--- config.mk ---
export PLATFORM = sky130hd
export DESIGN_NAME = mrz_device_flat
export DESIGN_NICKNAME = d
export VERILOG_FILES = /design/src/mrz_pkg.sv /design/src/mrz_cmd_if.sv /design/src/mrz_device.sv /design/src/mrz_lat_decode.sv /design/src/flat_wrapper.sv
export SDC_FILE = /design/constraint.sdc
export NUM_CORES = 1
export LEC_CHECK = 0
export ABC_AREA = 1
export BUFFER_PORTS_ARGS = -buffer_cell sky130_fd_sc_hd__buf_2
export CORE_ASPECT_RATIO = 1.75
export CORE_MARGIN = 2
export CORE_UTILIZATION = 40
export DETAILED_ROUTE_END_ITERATION = 7
export GPL_TIMING_DRIVEN = 0
export SETUP_SLACK_MARGIN = 0.1
export SLEW_MARGIN = 20
export SYNTH_ARGS = -nofsm -noshare
export SYNTH_HDL_FRONTEND = slang
export SYNTH_HIERARCHICAL = 1
export SYNTH_SLANG_ARGS = --single-unit
--- constraint.sdc ---
create_clock -name SYS_CLK_I -period 2.8 [get_ports SYS_CLK_I]
set_input_delay 0.56 -clock SYS_CLK_I [delete_from_list [all_inputs] [get_ports SYS_CLK_I]]
set_output_delay 0.56 -clock SYS_CLK_I [all_outputs]
set_load 0.01 [all_outputs]
--- src/mrz_pkg.sv ---
package mrz_pkg;

	// ****************************************
	// Mode register image layout
	// ****************************************
	localparam int MR_W = 22;
	localparam int RFU_HI_BIT = 21;
	localparam int SEL_LSB = 18;
	localparam int SEL_W = 3;
	localparam int RFU_LO_BIT = 17;
	localparam int WR_HI_BIT = 13;
	localparam int CL_HI_BIT = 12;
	localparam int WR_LO_LSB = 9;
	localparam int DLL_BIT = 8;
	localparam int TEST_BIT = 7;
	localparam int CL_MID_LSB = 4;
	localparam int ORDER_BIT = 3;
	localparam int CL_LO_BIT = 2;
	localparam int BSIZE_LSB = 0;

	localparam logic [2:0] SEL_MR0 = 3'h0;
	localparam logic [2:0] SEL_FORBIDDEN = 3'h7;
	localparam logic [3:0] WR_CODE_MAX = 4'h9;
	localparam logic [1:0] BSIZE_RSVD = 2'h3;
	localparam logic [5:0] CL_STACK_A = 6'h19;
	localparam logic [5:0] CL_STACK_B = 6'h1B;

	// ****************************************
	// Timing counts, in command clocks
	// ****************************************
	localparam logic [7:0] MOD_DELAY_CK = 8'h18;
	localparam logic [7:0] DLL_RESET_CK = 8'h10;

	// ****************************************
	// Device violation flags
	// ****************************************
	localparam int VIO_W = 5;
	localparam int VIO_RSVD_BIT = 0;
	localparam int VIO_SEL_BIT = 1;
	localparam int VIO_CODE_BIT = 2;
	localparam int VIO_EARLY_BIT = 3;
	localparam int VIO_TERM_BIT = 4;

	// ****************************************
	// Controller registers on APB
	// ****************************************
	localparam logic [7:0] OFS_IMAGE = 8'h00;
	localparam logic [7:0] OFS_COMMAND = 8'h04;
	localparam logic [7:0] OFS_STATUS = 8'h08;
	localparam logic [21:0] IMAGE_RST = 22'h000000;

	typedef enum logic [1:0] {
		ST_IDLE,
		ST_HOLD,
		ST_ISSUE,
		ST_WAIT
	} mrz_ctrl_e;

endpackage : mrz_pkg

--- src/mrz_cmd_if.sv ---
`timescale 1ns/1ns
interface mrz_cmd_if;
	logic cke;
	logic cs_n;
	logic ras_n;
	logic cas_n;
	logic we_n;
	logic [1:0] group_select_pins;
	logic [1:0] bank;
	logic addr17;
	logic [13:0] addr;
	logic termination_enable_pin;

	modport ctrl (output cke, cs_n, ras_n, cas_n, we_n, group_select_pins, bank, addr17, addr,
		termination_enable_pin);
	modport dev (input cke, cs_n, ras_n, cas_n, we_n, group_select_pins, bank, addr17, addr,
		termination_enable_pin);
endinterface : mrz_cmd_if

--- src/mrz_device.sv ---
// The APB interface to the registers and the register offsets are this design's own decisions.
`timescale 1ns/1ns
module mrz_device (
	input wire logic SYS_CLK_I,
	input wire logic RST_B_I,
	mrz_cmd_if.dev LINK,
	input wire logic [4:0] ADDITIVE_LAT_I,
	input wire logic TERM_ENABLED_I,
	output logic [4:0] WR_CYCLES_O,
	output logic [3:0] RTP_CYCLES_O,
	output logic [5:0] CAS_LAT_O,
	output logic [6:0] READ_LAT_O,
	output logic BURST_ORDER_O,
	output logic [1:0] BURST_SIZE_O,
	output logic DLL_RESET_O,
	output logic TEST_MODE_O,
	output logic MODE_BUSY_O,
	output logic [mrz_pkg::VIO_W-1:0] VIOLATION_O
);

	// ****************************************
	// Command decode
	// ****************************************
	wire cmd_sel = LINK.cke & ~LINK.cs_n;
	wire mrs_cmd = cmd_sel & ~LINK.ras_n & ~LINK.cas_n & ~LINK.we_n;
	wire other_cmd = cmd_sel & ~mrs_cmd;

	// Pin to bit mapping of the incoming image
	wire [mrz_pkg::MR_W-1:0] pin_img = {LINK.group_select_pins, LINK.bank, LINK.addr17,
		3'h0, LINK.addr};
	wire [2:0] pin_sel = pin_img[mrz_pkg::SEL_LSB +: mrz_pkg::SEL_W];
	wire mr0_write = mrs_cmd & (pin_sel == mrz_pkg::SEL_MR0);
	wire sel_bad = mrs_cmd & (pin_sel == mrz_pkg::SEL_FORBIDDEN);
	wire rsvd_bad = mrs_cmd & (pin_img[mrz_pkg::RFU_HI_BIT] | pin_img[mrz_pkg::RFU_LO_BIT]);
	wire dll_start = mr0_write & pin_img[mrz_pkg::DLL_BIT];

	// ****************************************
	// Register zero and field decode
	// ****************************************
	logic [mrz_pkg::MR_W-1:0] mr0_q;
	logic dll_reset_q;
	logic [7:0] dll_cnt_q;
	logic [7:0] mod_cnt_q;
	logic [mrz_pkg::VIO_W-1:0] vio_q;

	wire [3:0] wr_code = {mr0_q[mrz_pkg::WR_HI_BIT], mr0_q[mrz_pkg::WR_LO_LSB +: 3]};
	wire [4:0] cl_code = {mr0_q[mrz_pkg::CL_HI_BIT], mr0_q[mrz_pkg::CL_MID_LSB +: 3],
		mr0_q[mrz_pkg::CL_LO_BIT]};
	wire [1:0] bsize = mr0_q[mrz_pkg::BSIZE_LSB +: 2];
	wire [4:0] wr_cyc;
	wire [3:0] rtp_cyc;
	wire [5:0] cl_cyc;
	wire wr_rsvd;
	wire cl_rsvd;

	mrz_lat_decode u_decode (
		.wr_code_i(wr_code),
		.cl_code_i(cl_code),
		.wr_cyc_o(wr_cyc),
		.rtp_cyc_o(rtp_cyc),
		.cl_cyc_o(cl_cyc),
		.wr_rsvd_o(wr_rsvd),
		.cl_rsvd_o(cl_rsvd)
	);

	wire [6:0] read_lat = {2'h0, ADDITIVE_LAT_I} + {1'b0, cl_cyc};
	wire bsize_rsvd = (bsize == mrz_pkg::BSIZE_RSVD);
	wire code_bad = wr_rsvd | cl_rsvd | bsize_rsvd;
	wire order_bit = mr0_q[mrz_pkg::ORDER_BIT];
	wire test_bit = mr0_q[mrz_pkg::TEST_BIT];

	// Any mode write restarts the update window; slow settings are not tracked here
	wire mod_busy = (mod_cnt_q != 8'h00);
	wire early_bad = other_cmd & mod_busy;
	wire term_bad = TERM_ENABLED_I & LINK.termination_enable_pin & (mrs_cmd | mod_busy);
	wire dll_done = dll_reset_q & (dll_cnt_q == 8'h01);

	// Whole image loads at once; only the DLL bit is cleared alone, when the DLL reset ends
	always_ff @(posedge SYS_CLK_I or negedge RST_B_I) begin
		if (!RST_B_I) begin
			mr0_q <= '0;
		end else if (mr0_write) begin
			mr0_q <= pin_img;
		end else if (dll_done) begin
			mr0_q[mrz_pkg::DLL_BIT] <= 1'b0;
		end
	end

	// ****************************************
	// DLL reset sequencing
	// ****************************************
	always_ff @(posedge SYS_CLK_I or negedge RST_B_I) begin
		if (!RST_B_I) begin
			dll_reset_q <= 1'b0;
			dll_cnt_q <= 8'h00;
		end else if (dll_start) begin
			dll_reset_q <= 1'b1;
			dll_cnt_q <= mrz_pkg::DLL_RESET_CK;
		end else if (dll_done) begin
			dll_reset_q <= 1'b0;
			dll_cnt_q <= 8'h00;
		end else if (dll_reset_q) begin
			dll_cnt_q <= dll_cnt_q - 8'h01;
		end
	end

	// ****************************************
	// Update window after a mode write
	// ****************************************
	always_ff @(posedge SYS_CLK_I or negedge RST_B_I) begin
		if (!RST_B_I) begin
			mod_cnt_q <= 8'h00;
		end else if (mrs_cmd) begin
			mod_cnt_q <= mrz_pkg::MOD_DELAY_CK;
		end else if (mod_busy) begin
			mod_cnt_q <= mod_cnt_q - 8'h01;
		end
	end

	// Sticky until reset, so a single bad command is never missed
	wire [mrz_pkg::VIO_W-1:0] vio_set;
	assign vio_set[mrz_pkg::VIO_RSVD_BIT] = rsvd_bad;
	assign vio_set[mrz_pkg::VIO_SEL_BIT] = sel_bad;
	assign vio_set[mrz_pkg::VIO_CODE_BIT] = code_bad;
	assign vio_set[mrz_pkg::VIO_EARLY_BIT] = early_bad;
	assign vio_set[mrz_pkg::VIO_TERM_BIT] = term_bad;

	generate
		for (genvar gi = 0; gi < mrz_pkg::VIO_W; gi++) begin : g_vio
			always_ff @(posedge SYS_CLK_I or negedge RST_B_I) begin
				if (!RST_B_I) begin
					vio_q[gi] <= 1'b0;
				end else if (vio_set[gi]) begin
					vio_q[gi] <= 1'b1;
				end
			end
		end
	endgenerate

	// ****************************************
	// Registered timing outputs
	// ****************************************
	always_ff @(posedge SYS_CLK_I or negedge RST_B_I) begin
		if (!RST_B_I) begin
			WR_CYCLES_O <= '0;
			RTP_CYCLES_O <= '0;
			CAS_LAT_O <= '0;
			READ_LAT_O <= '0;
		end else begin
			WR_CYCLES_O <= wr_cyc;
			RTP_CYCLES_O <= rtp_cyc;
			CAS_LAT_O <= cl_cyc;
			READ_LAT_O <= read_lat;
		end
	end

	// ****************************************
	// Registered burst outputs
	// ****************************************
	always_ff @(posedge SYS_CLK_I or negedge RST_B_I) begin
		if (!RST_B_I) begin
			BURST_ORDER_O <= 1'b0;
			BURST_SIZE_O <= 2'h0;
		end else begin
			BURST_ORDER_O <= order_bit;
			BURST_SIZE_O <= bsize;
		end
	end

	// ****************************************
	// Registered status outputs
	// ****************************************
	always_ff @(posedge SYS_CLK_I or negedge RST_B_I) begin
		if (!RST_B_I) begin
			DLL_RESET_O <= 1'b0;
			TEST_MODE_O <= 1'b0;
			MODE_BUSY_O <= 1'b0;
			VIOLATION_O <= '0;
		end else begin
			DLL_RESET_O <= dll_reset_q;
			TEST_MODE_O <= test_bit;
			MODE_BUSY_O <= mod_busy;
			VIOLATION_O <= vio_q;
		end
	end

endmodule : mrz_device

--- src/mrz_lat_decode.sv ---
`timescale 1ns/1ns
module mrz_lat_decode (
	input wire logic [3:0] wr_code_i,
	input wire logic [4:0] cl_code_i,
	output logic [4:0] wr_cyc_o,
	output logic [3:0] rtp_cyc_o,
	output logic [5:0] cl_cyc_o,
	output logic wr_rsvd_o,
	output logic cl_rsvd_o
);
	// Write recovery table; read-to-precharge is always half of it
	always_comb begin
		wr_rsvd_o = 1'b0;
		unique case (wr_code_i)
			4'h0: wr_cyc_o = 5'h0A;
			4'h1: wr_cyc_o = 5'h0C;
			4'h2: wr_cyc_o = 5'h0E;
			4'h3: wr_cyc_o = 5'h10;
			4'h4: wr_cyc_o = 5'h12;
			4'h5: wr_cyc_o = 5'h14;
			4'h6: wr_cyc_o = 5'h18;
			4'h7: wr_cyc_o = 5'h16;
			4'h8: wr_cyc_o = 5'h1A;
			4'h9: wr_cyc_o = 5'h1C;
			default: begin
				wr_cyc_o = 5'h1C;
				wr_rsvd_o = 1'b1;
			end
		endcase
	end

	assign rtp_cyc_o = wr_cyc_o[4:1];

	// Latency codes 8 to 15 are not monotonic
	always_comb begin
		cl_rsvd_o = 1'b0;
		unique case (cl_code_i)
			5'h00: cl_cyc_o = 6'h09;
			5'h01: cl_cyc_o = 6'h0A;
			5'h02: cl_cyc_o = 6'h0B;
			5'h03: cl_cyc_o = 6'h0C;
			5'h04: cl_cyc_o = 6'h0D;
			5'h05: cl_cyc_o = 6'h0E;
			5'h06: cl_cyc_o = 6'h0F;
			5'h07: cl_cyc_o = 6'h10;
			5'h08: cl_cyc_o = 6'h12;
			5'h09: cl_cyc_o = 6'h14;
			5'h0A: cl_cyc_o = 6'h16;
			5'h0B: cl_cyc_o = 6'h18;
			5'h0C: cl_cyc_o = 6'h17;
			5'h0D: cl_cyc_o = 6'h11;
			5'h0E: cl_cyc_o = 6'h13;
			5'h0F: cl_cyc_o = 6'h15;
			5'h10: cl_cyc_o = 6'h19;
			5'h11: cl_cyc_o = 6'h1A;
			5'h12: cl_cyc_o = 6'h1B;
			5'h13: cl_cyc_o = 6'h1C;
			5'h14: cl_cyc_o = 6'h1D;
			5'h15: cl_cyc_o = 6'h1E;
			5'h16: cl_cyc_o = 6'h1F;
			5'h17: cl_cyc_o = 6'h20;
			default: begin
				cl_cyc_o = 6'h20;
				cl_rsvd_o = 1'b1;
			end
		endcase
	end
endmodule : mrz_lat_decode

--- src/flat_wrapper.sv ---
// flat-port wrapper written by rule: the top's interface ports become plain ports
module mrz_device_flat 
  (SYS_CLK_I, RST_B_I, ADDITIVE_LAT_I, TERM_ENABLED_I, WR_CYCLES_O, RTP_CYCLES_O, CAS_LAT_O, READ_LAT_O, BURST_ORDER_O, BURST_SIZE_O, DLL_RESET_O, TEST_MODE_O, MODE_BUSY_O, VIOLATION_O, LINK_cke, LINK_cs_n, LINK_ras_n, LINK_cas_n, LINK_we_n, LINK_group_select_pins, LINK_bank, LINK_addr17, LINK_addr, LINK_termination_enable_pin);
  mrz_cmd_if LINK_i ();
  input wire logic SYS_CLK_I;
  input wire logic RST_B_I;
  input wire logic [4:0] ADDITIVE_LAT_I;
  input wire logic TERM_ENABLED_I;
  output logic [4:0] WR_CYCLES_O;
  output logic [3:0] RTP_CYCLES_O;
  output logic [5:0] CAS_LAT_O;
  output logic [6:0] READ_LAT_O;
  output logic BURST_ORDER_O;
  output logic [1:0] BURST_SIZE_O;
  output logic DLL_RESET_O;
  output logic TEST_MODE_O;
  output logic MODE_BUSY_O;
  output logic [mrz_pkg::VIO_W-1:0] VIOLATION_O;
  input wire logic [$bits(LINK_i.cke)-1:0] LINK_cke;
  input wire logic [$bits(LINK_i.cs_n)-1:0] LINK_cs_n;
  input wire logic [$bits(LINK_i.ras_n)-1:0] LINK_ras_n;
  input wire logic [$bits(LINK_i.cas_n)-1:0] LINK_cas_n;
  input wire logic [$bits(LINK_i.we_n)-1:0] LINK_we_n;
  input wire logic [$bits(LINK_i.group_select_pins)-1:0] LINK_group_select_pins;
  input wire logic [$bits(LINK_i.bank)-1:0] LINK_bank;
  input wire logic [$bits(LINK_i.addr17)-1:0] LINK_addr17;
  input wire logic [$bits(LINK_i.addr)-1:0] LINK_addr;
  input wire logic [$bits(LINK_i.termination_enable_pin)-1:0] LINK_termination_enable_pin;
  assign LINK_i.cke = LINK_cke;
  assign LINK_i.cs_n = LINK_cs_n;
  assign LINK_i.ras_n = LINK_ras_n;
  assign LINK_i.cas_n = LINK_cas_n;
  assign LINK_i.we_n = LINK_we_n;
  assign LINK_i.group_select_pins = LINK_group_select_pins;
  assign LINK_i.bank = LINK_bank;
  assign LINK_i.addr17 = LINK_addr17;
  assign LINK_i.addr = LINK_addr;
  assign LINK_i.termination_enable_pin = LINK_termination_enable_pin;
  mrz_device u_core (.SYS_CLK_I(SYS_CLK_I), .RST_B_I(RST_B_I), .LINK(LINK_i), .ADDITIVE_LAT_I(ADDITIVE_LAT_I), .TERM_ENABLED_I(TERM_ENABLED_I), .WR_CYCLES_O(WR_CYCLES_O), .RTP_CYCLES_O(RTP_CYCLES_O), .CAS_LAT_O(CAS_LAT_O), .READ_LAT_O(READ_LAT_O), .BURST_ORDER_O(BURST_ORDER_O), .BURST_SIZE_O(BURST_SIZE_O), .DLL_RESET_O(DLL_RESET_O), .TEST_MODE_O(TEST_MODE_O), .MODE_BUSY_O(MODE_BUSY_O), .VIOLATION_O(VIOLATION_O));
endmodule
* Word-level counts from Yosys, hierarchy flattened
Index checks and enable logic that the tools add are counted.
** Word-level totals
- Register bits after elaboration :: 68
- Input bits :: 33
- Output and inout bits :: 33
- Word-level logic and storage cells :: 99
** Cells by class
- Add/sub/neg operators :: 3
- Equality and inequality tests :: 35
- Multiplexer cells :: 11
- Bitwise logic cells :: 22
- Reductions and logical operators :: 9
** Operators by type and width (count)
- one-hot mux 6 bit (23 select lines) :: 1
- one-hot mux 5 bit (9 select lines) :: 1
- equality test 5 x 4 -> 1 bit (second input constant) :: 8
- equality test 5 bit (second input constant) :: 8
- two-way mux 8 bit :: 5
- OR reduction 24 bit :: 1
- equality test 5 x 3 -> 1 bit (second input constant) :: 4
- equality test 4 x 3 -> 1 bit (second input constant) :: 4
- subtractor 8 x 1 -> 8 bit (second input constant) :: 2
- AND 1 bit :: 13
- equality test 5 x 2 -> 1 bit (second input constant) :: 2
- OR reduction 10 bit :: 1
- equality test 4 x 2 -> 1 bit (second input constant) :: 2
- equality test 4 bit (second input constant) :: 2
- equality test 8 x 1 -> 1 bit (second input constant) :: 1
- nonzero test 8 bit :: 1
- adder 5 x 6 -> 7 bit :: 1
- equality test 5 x 1 -> 1 bit (second input constant) :: 1
- zero test 5 bit :: 1
- inverter 1 bit :: 5
- equality test 4 x 1 -> 1 bit (second input constant) :: 1
- zero test 4 bit :: 1
- two-way mux 1 bit :: 4
- bitwise OR 1 bit :: 4
- other kinds (5) :: 6

* Depth between registers and ports, before layout
Gate-level depths: netlist (run 1).
- Word-level depth :: 8
- Depth in mapped cells :: 14
- Depth with buffers taken out :: 13

* Cells and area by module
Netlist (run 1), hierarchy kept.
** By module, submodules not included
- mrz_device :: instances 1, cells each 281, area each 2807.7 sq um, seq. area each 1701.6 sq um
- mrz_lat_decode :: instances 1, cells each 99, area each 490.5 sq um, seq. area each 0.0 sq um

* Worst setup path after synthesis (run 1)
Ideal clock, no wire load.
- Path kind :: reg-to-reg
- From :: reg u_core/mr0_q[6] (netlist name)
- To :: reg u_core.READ_LAT_O[6]
- Library setup time :: 0.072 ns
- Arrival :: 2.057 ns
- Required time :: 2.728 ns
- Path slack :: 0.671 ns
- Cell stages (with the launch flop) :: 14
- Path buffers :: 1
- Clock period less this slack :: 2.129 ns
- Path through :: dfrtp_1 -> buf_4 -> inv_2 -> nand2_1 -> nor2_1 -> nand2_1 -> o21a_1 -> nand3_1 -> ha_1 -> inv_1 -> fa_1 -> o21ai_0 -> a21oi_1 -> nor2_1
** On the way
- Longest elaborated chain between the ends :: 3
- Elaborated cells between the ends (all ways) :: 25
- Classes of those cells :: 1 x add/sub; 22 x eq/ne; 1 x mux; 1 x reduce/logical
** RTL lines
- start: declaration :: RTL line mrz_device.sv:40 : logic [mrz_pkg::MR_W-1:0] mr0_q;
- start signal: assignment :: RTL line mrz_device.sv:83 : mr0_q <= pin_img;
- equality test 5 bit (tied with other cells) :: RTL line mrz_lat_decode.sv:37 : unique case (cl_code_i)
- one-hot mux 6 bit (23 select lines) (*) :: RTL line mrz_lat_decode.sv:37
- net u_core.cl_cyc[0] :: RTL line mrz_device.sv:52 : wire [5:0] cl_cyc;
- adder 5 x 6 -> 7 bit (*) :: RTL line mrz_device.sv:66 : wire [6:0] read_lat = {2'h0, ADDITIVE_LAT_I} + {1'b0, cl_cyc};
- net u_core.read_lat[6] :: RTL line mrz_device.sv:66
- end signal: assignment :: RTL line mrz_device.sv:153 : READ_LAT_O <= read_lat;
- end: declaration :: RTL line mrz_device.sv:12 : output logic [6:0] READ_LAT_O,
The timed path passes the listed nets; every way through them passes the cells marked *.
A chain may end at the register's enable or synchronous reset.

* Final worst setup path (run 1)
Ends and elaborated chain as after synthesis.

==> results of run 1 <==
sequential cells by signal (all words and copies together) (netlist names), 2 cells and up:
register,count
u_core/READ_LAT_O,7
u_core/dll_cnt_q,8
u_core/mod_cnt_q,8
u_core/mr0_q,13
u_core/VIOLATION_O,5
u_core/CAS_LAT_O,6
u_core/BURST_SIZE_O,2
u_core/WR_CYCLES_O,5
u_core/vio_q,5
u_core/RTP_CYCLES_O,4
per-layer routing:
metal	part of all wire (%)	global-route usage, %	wire, µm	vias to the layer above
li1	-	-	-	1377
met1	39	17.1	2670	1277
met2	55	29.4	3770	62
met3	4.2	3.88	287	11
met4	1.9	8.68	129	0
met5	0	0	0	-
final cells by class:
class / count / area share, %
timing repair buffer: 66 / 8.54
sequential: 68 / 41.8
buffer: 14 / 2.36
clock inverter: 7 / 2.24
multi-input combinational: 254 / 32.8
clock buffer: 9 / 5.53
tap: 90 / 2.76
inverter: 44 / 4.05
cells in the mapped netlist (all sizes together):
cell type	instances	area [µm²]
o21a	2	15.0
nand4	11	75.1
o221ai	1	8.76
nand3b	1	7.51
or2	3	21.3
buf	14	96.3
conb	1	3.75
o211ai	1	7.51
nand3	48	250
o21bai	2	15.0
a21o	2	15.0
a2111o	1	11.3
a31oi	1	6.26
a211o	1	8.76
inv	44	165
dfrtp	68	1700
xnor2	3	26.3
nor3	3	31.3
fa	1	20.0
a21oi	7	35.0
o21ai	16	87.6
nand2	93	352
nor2	40	165
ha	9	113
nor3b	1	7.51
xor2	6	52.6
kinds of logic (layout without fill, tap and decap cells):
logic type | after synthesis | in the layout | synth area share, %
buffers and inverters | 58 | 140 | 7.93
AOI/OAI and AO/OA | 34 | 34 | 6.37
and+or+nand+nor | 200 | 200 | 27.6
adders and majority gates | 10 | 10 | 4.02
xor gates and xnor gates | 9 | 9 | 2.39
DFF | 68 | 68 | 51.6
other | 1 | 1 | 0.114
critical path, stage by stage (launching register included):
cell and delay (ns):
dfrtp_1 0.37, buf_4 0.17, inv_2 0.08, nand2_1 0.08, nor2_1 0.22, nand2_1 0.08
o21a_1 0.11, nand3_1 0.09, ha_1 0.20, inv_1 0.06, fa_1 0.41, o21ai_0 0.28
a21oi_1 0.10, nor2_1 0.09
power breakdown:
| part | total (mW) | switching [mW] | leakage, nW | internal (mW) |
|---|---|---|---|---|
| logic | 1.02 | 0.614 | 1.17 | 0.405 |
| registers | 1.34 | 0.136 | 0.827 | 1.20 |
| clock network | 1.18 | 0.406 | 0.155 | 0.775 |
| total | 3.54 | 1.16 | 2.15 | 2.38 |
worst max path at each step:
stage                    start              endpoint  slack (ns)
2_1_floorplan  u_core/mr0_q[6]  u_core/READ_LAT_O[6]        0.67
3_3_place_gp   u_core/mr0_q[6]  u_core/READ_LAT_O[6]        0.37
3_5_place_dp   u_core/mr0_q[6]  u_core/READ_LAT_O[6]        0.40
4_1_cts        u_core/mr0_q[6]  u_core/READ_LAT_O[6]        0.38
5_1_grt        u_core/mr0_q[6]  u_core/READ_LAT_O[6]        0.17
6_report       u_core/mr0_q[6]  u_core/READ_LAT_O[6]        0.38
==> impl_metrics.json, run 1 <==
{
  "status": "finished clean",
  "hold_violations": 0,
  "ys_ff_latch": 68,
  "io_buffers": 65,
  "final_cells": 552,
  "endpoint_kind": "flip-flop",
  "vias": 2727,
  "mostFrequentLayoutCells": "nand2_1 (92), buf_2 (69), dfrtp_1 (68), nand3_1 (46), inv_1 (39)",
  "tns_ns": 0,
  "drtIter0Drc": 141,
  "pre_cts_ws_ns": 0.399,
  "leakage_nw": 2.15,
  "ioPinCount": 66,
  "grt_use_total_pct": 16.3,
  "fin_crit_ns": 2.42,
  "drt_pass1_iterations": 4,
  "multi_input_area_mm2": 0.00134,
  "rsz0062_at_grt": "false",
  "grt_pass1_vias": 2658,
  "area_growth_pct": 23.6,
  "finalPower_mw": 3.54,
  "fp.dieW_um": 72.6,
  "post-route-util_pct": 51.2,
  "yosys_warnings": 6,
  "clk_pin_slew_ns": 0.06,
  "htree_levels": 3,
  "die_h_um": 124,
  "vdd_ir_drop_max_v": 0.000510,
  "clock_latency_ns": 0.32,
  "critPathMaxFanout": 8,
  "design_area_mm2": 0.00408,
  "synthesis.nets": 423,
  "synth.cell_area_mm2": 0.00330,
  "yosysUniqueCellTypes": 39,
  "die_area_mm2": 0.00902,
  "finalCritPeriodShare_pct": 86.3,
  "post_route_cells_drive_above_1_share_pct": 25.3,
  "wl_per_cell_um": 12.4,
  "layout_commonest_cell": "nand2_1",
  "synth-seq-area-share_pct": 51.6,
  "syn_area_per_cell_um2": 8.68,
  "drv_cap": 0,
  "setup-violations-final": 0,
  "grt_max_degree": 44,
  "start_kind": "flip-flop",
  "n_antenna_cell": 0,
  "core_area_mm2": 0.00796,
  "whs_ns": 0.142,
  "regArea_mm2": 0.00170,
  "drt_wl_total_mm": 6.86,
  "hold_buffers": 0,
  "antenna_left": 0,
  "antenna_found_initial": 0,
  "postCtsSetupBuffers": 0,
  "gp_congestion": 0.869,
  "worstPathArrival_ns": 2.67,
  "critPathRequiredTime_ns": 3.06,
  "dpl-instance-area_mm2": 0.00376,
  "min_path_type": "in2async",
  "grt_pass1_wl_mm": 11.4,
  "drc": 0,
  "r2r-start": "u_core/mr0_q[6]",
  "clk_root_buffer_cell": "clkbuf_16",
  "p_per_area_mw_per_mm2": 869,
  "slew_violations": 0,
  "timing.fmax_mhz": 414,
  "initial_core_util_pct": 41.4,
  "cts.sinks": 68,
  "routed_via_density": 4.94,
  "r2r_end": "u_core/READ_LAT_O[6]",
  "cts_resized": 0,
  "dp_cells": 536,
  "r2r_setup_slack_ns": 0.38,
  "clock_skew_ns": 0.00397,
  "tritoncts": "yes",
  "cts_inserted_buffers": 9,
  "cts_buffer_depth": 2,
  "rr_worst_depth": 13,
  "worst_slack_ns": 0.383,
  "fin_nets": 500,
  "fillers": 809,
  "critical_path_class": "reg2reg",
  "rows": 43,
  "overflow": 0,
  "syn-instance-count": 380,
  "dp_hpwl_mm": 5.22
}
No activity file was read; power rests on OpenSTA's default activity.
==> inputs of run 2 (changes only) <==
--- a/config.mk
+++ b/config.mk
@@ -7,8 +7,6 @@
 export LEC_CHECK = 0
 export ABC_AREA = 1
 export BUFFER_PORTS_ARGS = -buffer_cell sky130_fd_sc_hd__buf_2
-export CORE_ASPECT_RATIO = 1.75
-export CORE_MARGIN = 2
 export CORE_UTILIZATION = 40
 export DETAILED_ROUTE_END_ITERATION = 7
 export GPL_TIMING_DRIVEN = 0
==> impl_metrics.json, run 2 (synthesis results as in run 1) <==
{
  "timing.fmax_mhz": 406,
  "antenna_found_initial": 0,
  "area_growth_pct": 21.5,
  "n_antenna_cell": 0,
  "critPathLaunch": "u_core/mr0_q[6]",
  "tritoncts": "yes",
  "drt_pass1_iterations": 4,
  "r2r_setup_slack_ns": 0.34,
  "overflow": 0,
  "wl_per_cell_um": 12.0,
  "core_area_mm2": 0.00785,
  "finalPower_mw": 3.24,
  "setup-violations-final": 0,
  "regArea_mm2": 0.00170,
  "htree_levels": 3,
  "die_h_um": 92.8,
  "fp.dieW_um": 92.8,
  "clk_pin_slew_ns": 0.08,
  "leakage_nw": 2.10,
  "vias": 2659,
  "grt_max_degree": 54,
  "cts_resized": 0,
  "grt_pass1_wl_mm": 11.7,
  "r2r-start": "u_core/mr0_q[6]",
  "postCtsSetupBuffers": 0,
  "endpoint_kind": "flip-flop",
  "finalCritPeriodShare_pct": 87.9,
  "initial_core_util_pct": 42.0,
  "reg_top3": "u_core/mr0_q x13, u_core/dll_cnt_q x8, u_core/mod_cnt_q x8",
  "cts_inserted_buffers": 9,
  "start_kind": "flip-flop",
  "max_stage_delay_ns": 0.41,
  "fin_nets": 500,
  "ioPinCount": 66,
  "io_buffers": 65,
  "grt_pass1_vias": 2516,
  "fillers": 793,
  "clk_root_buffer_cell": "clkbuf_8",
  "crit_path_end": "u_core/READ_LAT_O[6]",
  "die_area_mm2": 0.00861,
  "multi_input_area_mm2": 0.00134,
  "rows": 32,
  "status": "finished clean",
  "largest_reg_flops": 13,
  "hold_buffers": 0,
  "dp_hpwl_mm": 5.02,
  "routed_via_density": 4.71,
  "slew_violations": 0,
  "tns_ns": 0,
  "mostFrequentLayoutCells": "nand2_1 (92), buf_2 (69), dfrtp_1 (68), nand3_1 (46), inv_1 (39)",
  "rr_worst_depth": 13,
  "critPathMaxFanout": 8,
  "hold_violations": 0,
  "vdd_ir_drop_max_v": 0.000314,
  "worstPathArrival_ns": 2.73,
  "cts.sinks": 68,
  "min_path_type": "in2async",
  "critical_path_class": "reg2reg",
  "gp_congestion": 0.926,
  "p_per_area_mw_per_mm2": 810,
  "crit_slowest_cell": "fa_1",
  "critPathRequiredTime_ns": 3.07,
  "r2r_end": "u_core/READ_LAT_O[6]",
  "crit_chain": "buf_4 > inv_2 > nand2_1 > nor2_1 > nand2_1 > o21a_1 > nand3_1 > ha_1 > inv_1 > fa_1 > o21ai_0 > a21oi_1 > nor2_1",
  "layout_commonest_cell": "nand2_1",
  "cts_buffer_depth": 2,
  "drt_wl_total_mm": 6.75,
  "clock_latency_ns": 0.34,
  "antenna_left": 0,
  "post_route_cells_drive_above_1_share_pct": 25.3,
  "fin_crit_ns": 2.46,
  "post-route-util_pct": 51.1,
  "rsz0062_at_grt": "false",
  "regMostFlops": "u_core/mr0_q",
  "drc": 0,
  "drv_cap": 0,
  "clock_skew_ns": 0.0138,
  "drtIter0Drc": 143,
  "grt_use_total_pct": 17.6
}
[run 2: cell count changes in the layout (fill, tap and decap cells not counted)]
cell        previous run  this run
clkbuf_16              9         0
clkinvlp_4             1         3
buf_12                 1         0
buf_16                 0         1
clkbuf_8               0        10
clkinv_4               1         0
clkinv_2               3         1
[run 2: metrics by stage]
stage	instances	hold WS (ns)	worst slack (ns)	area, µm²
finish	564	0.0694	0.339	4010
CTS	564	0.0620	0.364	4010
floorplan	380	0.264	0.671	3300
global route	564	0.0657	0.117	4010
detailed placement	548	0.357	0.395	3780
global placement	547	0.356	0.393	3750
[run 2: how the worst min path moves through the flow]
stage	from	to	slack, ns	cells after the start
3_5_place_dp	u_core/vio_q[0]	u_core/VIOLATION_O[0]	0.36	0
2_1_floorplan	RST_B_I	u_core/BURST_ORDER_O	0.26	0
3_3_place_gp	u_core/vio_q[4]	u_core/VIOLATION_O[4]	0.36	0
4_1_cts	RST_B_I	u_core/mr0_q[6]	0.06	1
6_report	RST_B_I	u_core/mr0_q[6]	0.07	1
5_1_grt	RST_B_I	u_core/mr0_q[6]	0.07	1
[run 2: worst max-delay path, delay by kind of cell (launching register included)]
kind / cells / cell delay [ns]
adders and majority gates: 2 / 0.62
and+or+nand+nor: 5 / 0.55
AOI/OAI and AO/OA: 3 / 0.50
DFF: 1 / 0.38
buffers and inverters: 3 / 0.32
[run 2: area by class of cell]
| type | instances | share of cell area [%] |
|---|---|---|
| multi-input combinational | 254 | 33.3 |
| clock buffer | 10 | 3.44 |
| inverter | 44 | 4.12 |
| clock inverter | 6 | 2.19 |
| sequential | 68 | 42.5 |
| tap | 102 | 3.19 |
| timing repair buffer | 66 | 8.87 |
| buffer | 14 | 2.40 |
[run 2: where the power goes]
group          internal [mW]  total, mW  switching [mW]
clock network          0.524      0.900           0.376
logic                  0.406       1.01           0.606
registers               1.20       1.33           0.130
[run 2: per-layer routing]
metal	track usage, %	up-vias	part of all wire, %
li1	-	1373	-
met2	27.3	68	47
met3	4.84	9	5.3
met4	7.82	0	1.7
met1	23.0	1209	46
met5	0	-	0
==> inputs of run 3 (changes only) <==
--- a/config.mk
+++ b/config.mk
@@ -6,10 +6,12 @@
 export NUM_CORES = 1
 export LEC_CHECK = 0
 export ABC_AREA = 1
+export ABC_CLOCK_PERIOD_IN_PS = 2050
 export BUFFER_PORTS_ARGS = -buffer_cell sky130_fd_sc_hd__buf_2
 export CORE_UTILIZATION = 40
 export DETAILED_ROUTE_END_ITERATION = 7
 export GPL_TIMING_DRIVEN = 0
+export HOLD_SLACK_MARGIN = 0.15
 export SETUP_SLACK_MARGIN = 0.1
 export SLEW_MARGIN = 20
 export SYNTH_ARGS = -nofsm -noshare
==> constraint.sdc (replaced) <==
create_clock -name SYS_CLK_I -period 2.05 [get_ports SYS_CLK_I]
set_input_delay 0.41 -clock SYS_CLK_I [delete_from_list [all_inputs] [get_ports SYS_CLK_I]]
set_output_delay 0.41 -clock SYS_CLK_I [all_outputs]
set_load 0.01 [all_outputs]
==> impl_metrics.json, run 3 (synthesis results as in run 1) <==
{
  "largest_reg_flops": 13,
  "leakage_nw": 2.25,
  "use_met2_pct": 31.3,
  "grt_pass1_wl_mm": 13.1,
  "reg_top3": "u_core/mr0_q x13, u_core/dll_cnt_q x8, u_core/mod_cnt_q x8",
  "setup-violations-final": 4,
  "worst_slack_ns": -0.0385,
  "fp.dieW_um": 92.8,
  "tritoncts": "yes",
  "cts_buffer_depth": 2,
  "drc": 0,
  "grt_pass1_vias": 2890,
  "clk_root_buffer_cell": "clkbuf_8",
  "timing.fmax_mhz": 479,
  "hold_violations": 0,
  "core_area_mm2": 0.00785,
  "dp_hpwl_mm": 5.00,
  "mostFrequentLayoutCells": "nand2_1 (83), buf_2 (68), dfrtp_1 (65), nand3_1 (40), inv_1 (37)",
  "drtIter0Drc": 113,
  "critical_path_class": "reg2reg",
  "min_path_cells": 3,
  "vdd_ir_drop_max_v": 0.000580,
  "grt_use_total_pct": 19.4,
  "critPathMaxFanout": 7,
  "fillers": 742,
  "clk_pin_slew_ns": 0.07,
  "slew_violations": 0,
  "htree_levels": 3,
  "r2r_end": "u_core/READ_LAT_O[5]",
  "regArea_mm2": 0.00171,
  "clock_skew_ns": 0.00921,
  "drv_cap": 0,
  "antenna_left": 0,
  "finalPower_mw": 4.37,
  "p_per_area_mw_per_mm2": 994,
  "layout_commonest_cell": "nand2_1",
  "min_path_type": "in2reg",
  "multi_input_area_mm2": 0.00151,
  "ioPinCount": 66,
  "status": "finished, violations left",
  "rr_worst_depth": 12,
  "cts.sinks": 68,
  "routed_via_density": 4.87,
  "r2r-start": "u_core/mr0_q[2]",
  "min_from": "LINK_addr[0]",
  "r2r_setup_slack_ns": -0.04,
  "drt_pass1_iterations": 4,
  "finalCritPeriodShare_pct": 102,
  "overflow": 0,
  "cts_inserted_buffers": 9,
  "dp_cells": 548,
  "wl_per_cell_um": 12.9,
  "fin_crit_ns": 2.09,
  "io_buffers": 65,
  "post-route-util_pct": 56.0,
  "initial_core_util_pct": 42.0,
  "gp_congestion": 0.934,
  "use_met3_pct": 3.78,
  "vias": 2899,
  "final_cells": 595,
  "endpoint_kind": "flip-flop",
  "rsz0062_at_grt": "true",
  "regMostFlops": "u_core/mr0_q",
  "start_kind": "flip-flop",
  "drt_wl_total_mm": 7.68,
  "min_to": "u_core/mr0_q[0]",
  "area_growth_pct": 33.3,
  "die_area_mm2": 0.00861,
  "grt_use_met1_pct": 24.5,
  "clock_latency_ns": 0.34,
  "die_h_um": 92.8,
  "fin_nets": 530,
  "worstPathArrival_ns": 2.30,
  "antenna_found_initial": 1,
  "critPathRequiredTime_ns": 2.26,
  "busiest_layer": "met2",
  "violations": "negative setup slack",
  "grt_max_degree": 51,
  "rows": 32,
  "post_route_cells_drive_above_1_share_pct": 36.2
}
## run 3: metal layers
| layer | wire length (µm) | vias to the layer above |
|---|---|---|
| met1 | 3450 | 1355 |
| met3 | 310 | 27 |
| li1 | - | 1441 |
| met4 | 304 | 0 |
| met2 | 3610 | 76 |
| met5 | 0 | - |
## run 3: worst max path at each step
| stage | start | end | depth (start not counted) |
|---|---|---|---|
| floorplan | u_core/mr0_q[6] | u_core/READ_LAT_O[4] | 11 |
| global placement | u_core/mr0_q[6] | u_core/READ_LAT_O[4] | 11 |
| detailed placement | u_core/mr0_q[6] | u_core/READ_LAT_O[6] | 12 |
| CTS | u_core/mr0_q[6] | u_core/READ_LAT_O[6] | 13 |
| global route | u_core/mr0_q[2] | u_core/READ_LAT_O[5] | 12 |
| finish | u_core/mr0_q[2] | u_core/READ_LAT_O[5] | 12 |
## run 3: power by group
part	internal, mW	switching (mW)
clock	0.468	0.482
combinational	0.676	0.920
sequential	1.64	0.181
## run 3: final cells by class
| class | instances | area share, % |
|---|---|---|
| Timing Repair Buffer | 96 | 13.5 |
| Inverter | 44 | 4.10 |
| Clock inverter | 4 | 0.569 |
| Antenna cell | 1 | 0.0569 |
| Sequential cell | 68 | 38.8 |
| Clock buffer | 12 | 3.30 |
| Tap cell | 102 | 2.90 |
| Buffer | 14 | 2.42 |
| Multi-Input combinational cell | 254 | 34.3 |
## run 3: timing repair
item,CTS,global route
hold buffers,1,0
endpoints found under the hold margin,18,0
buffers inserted,21,8
setup endpoints to repair,6,6
pin swaps,13,23
gates resized for setup,29,20
## run 3: critical path, stage by stage, from the launching register on
cell	delay, ns
dfrtp_2	0.48
inv_4	0.11
nand2_2	0.07
nand2_4	0.09
nand2_2	0.06
nor2_2	0.13
nand2_1	0.07
nand4_1	0.19
ha_4	0.25
a21o_1	0.20
nand2_1	0.09
nand3_1	0.08
xor2_1	0.15
## run 3: through the flow
step | setup TNS [ns] | cell area, µm² | hold WS (ns) | setup WS [ns]
after floorplan | 0 | 3310 | 0.114 | 0.0801
after global placement | -0.673 | 3760 | 0.356 | -0.192
after detailed placement | -0.774 | 3790 | 0.311 | -0.210
after CTS | -0.00721 | 4260 | 0.282 | -0.00721
after global routing | -0.425 | 4400 | 0.298 | -0.124
final | -0.0828 | 4400 | 0.301 | -0.0385
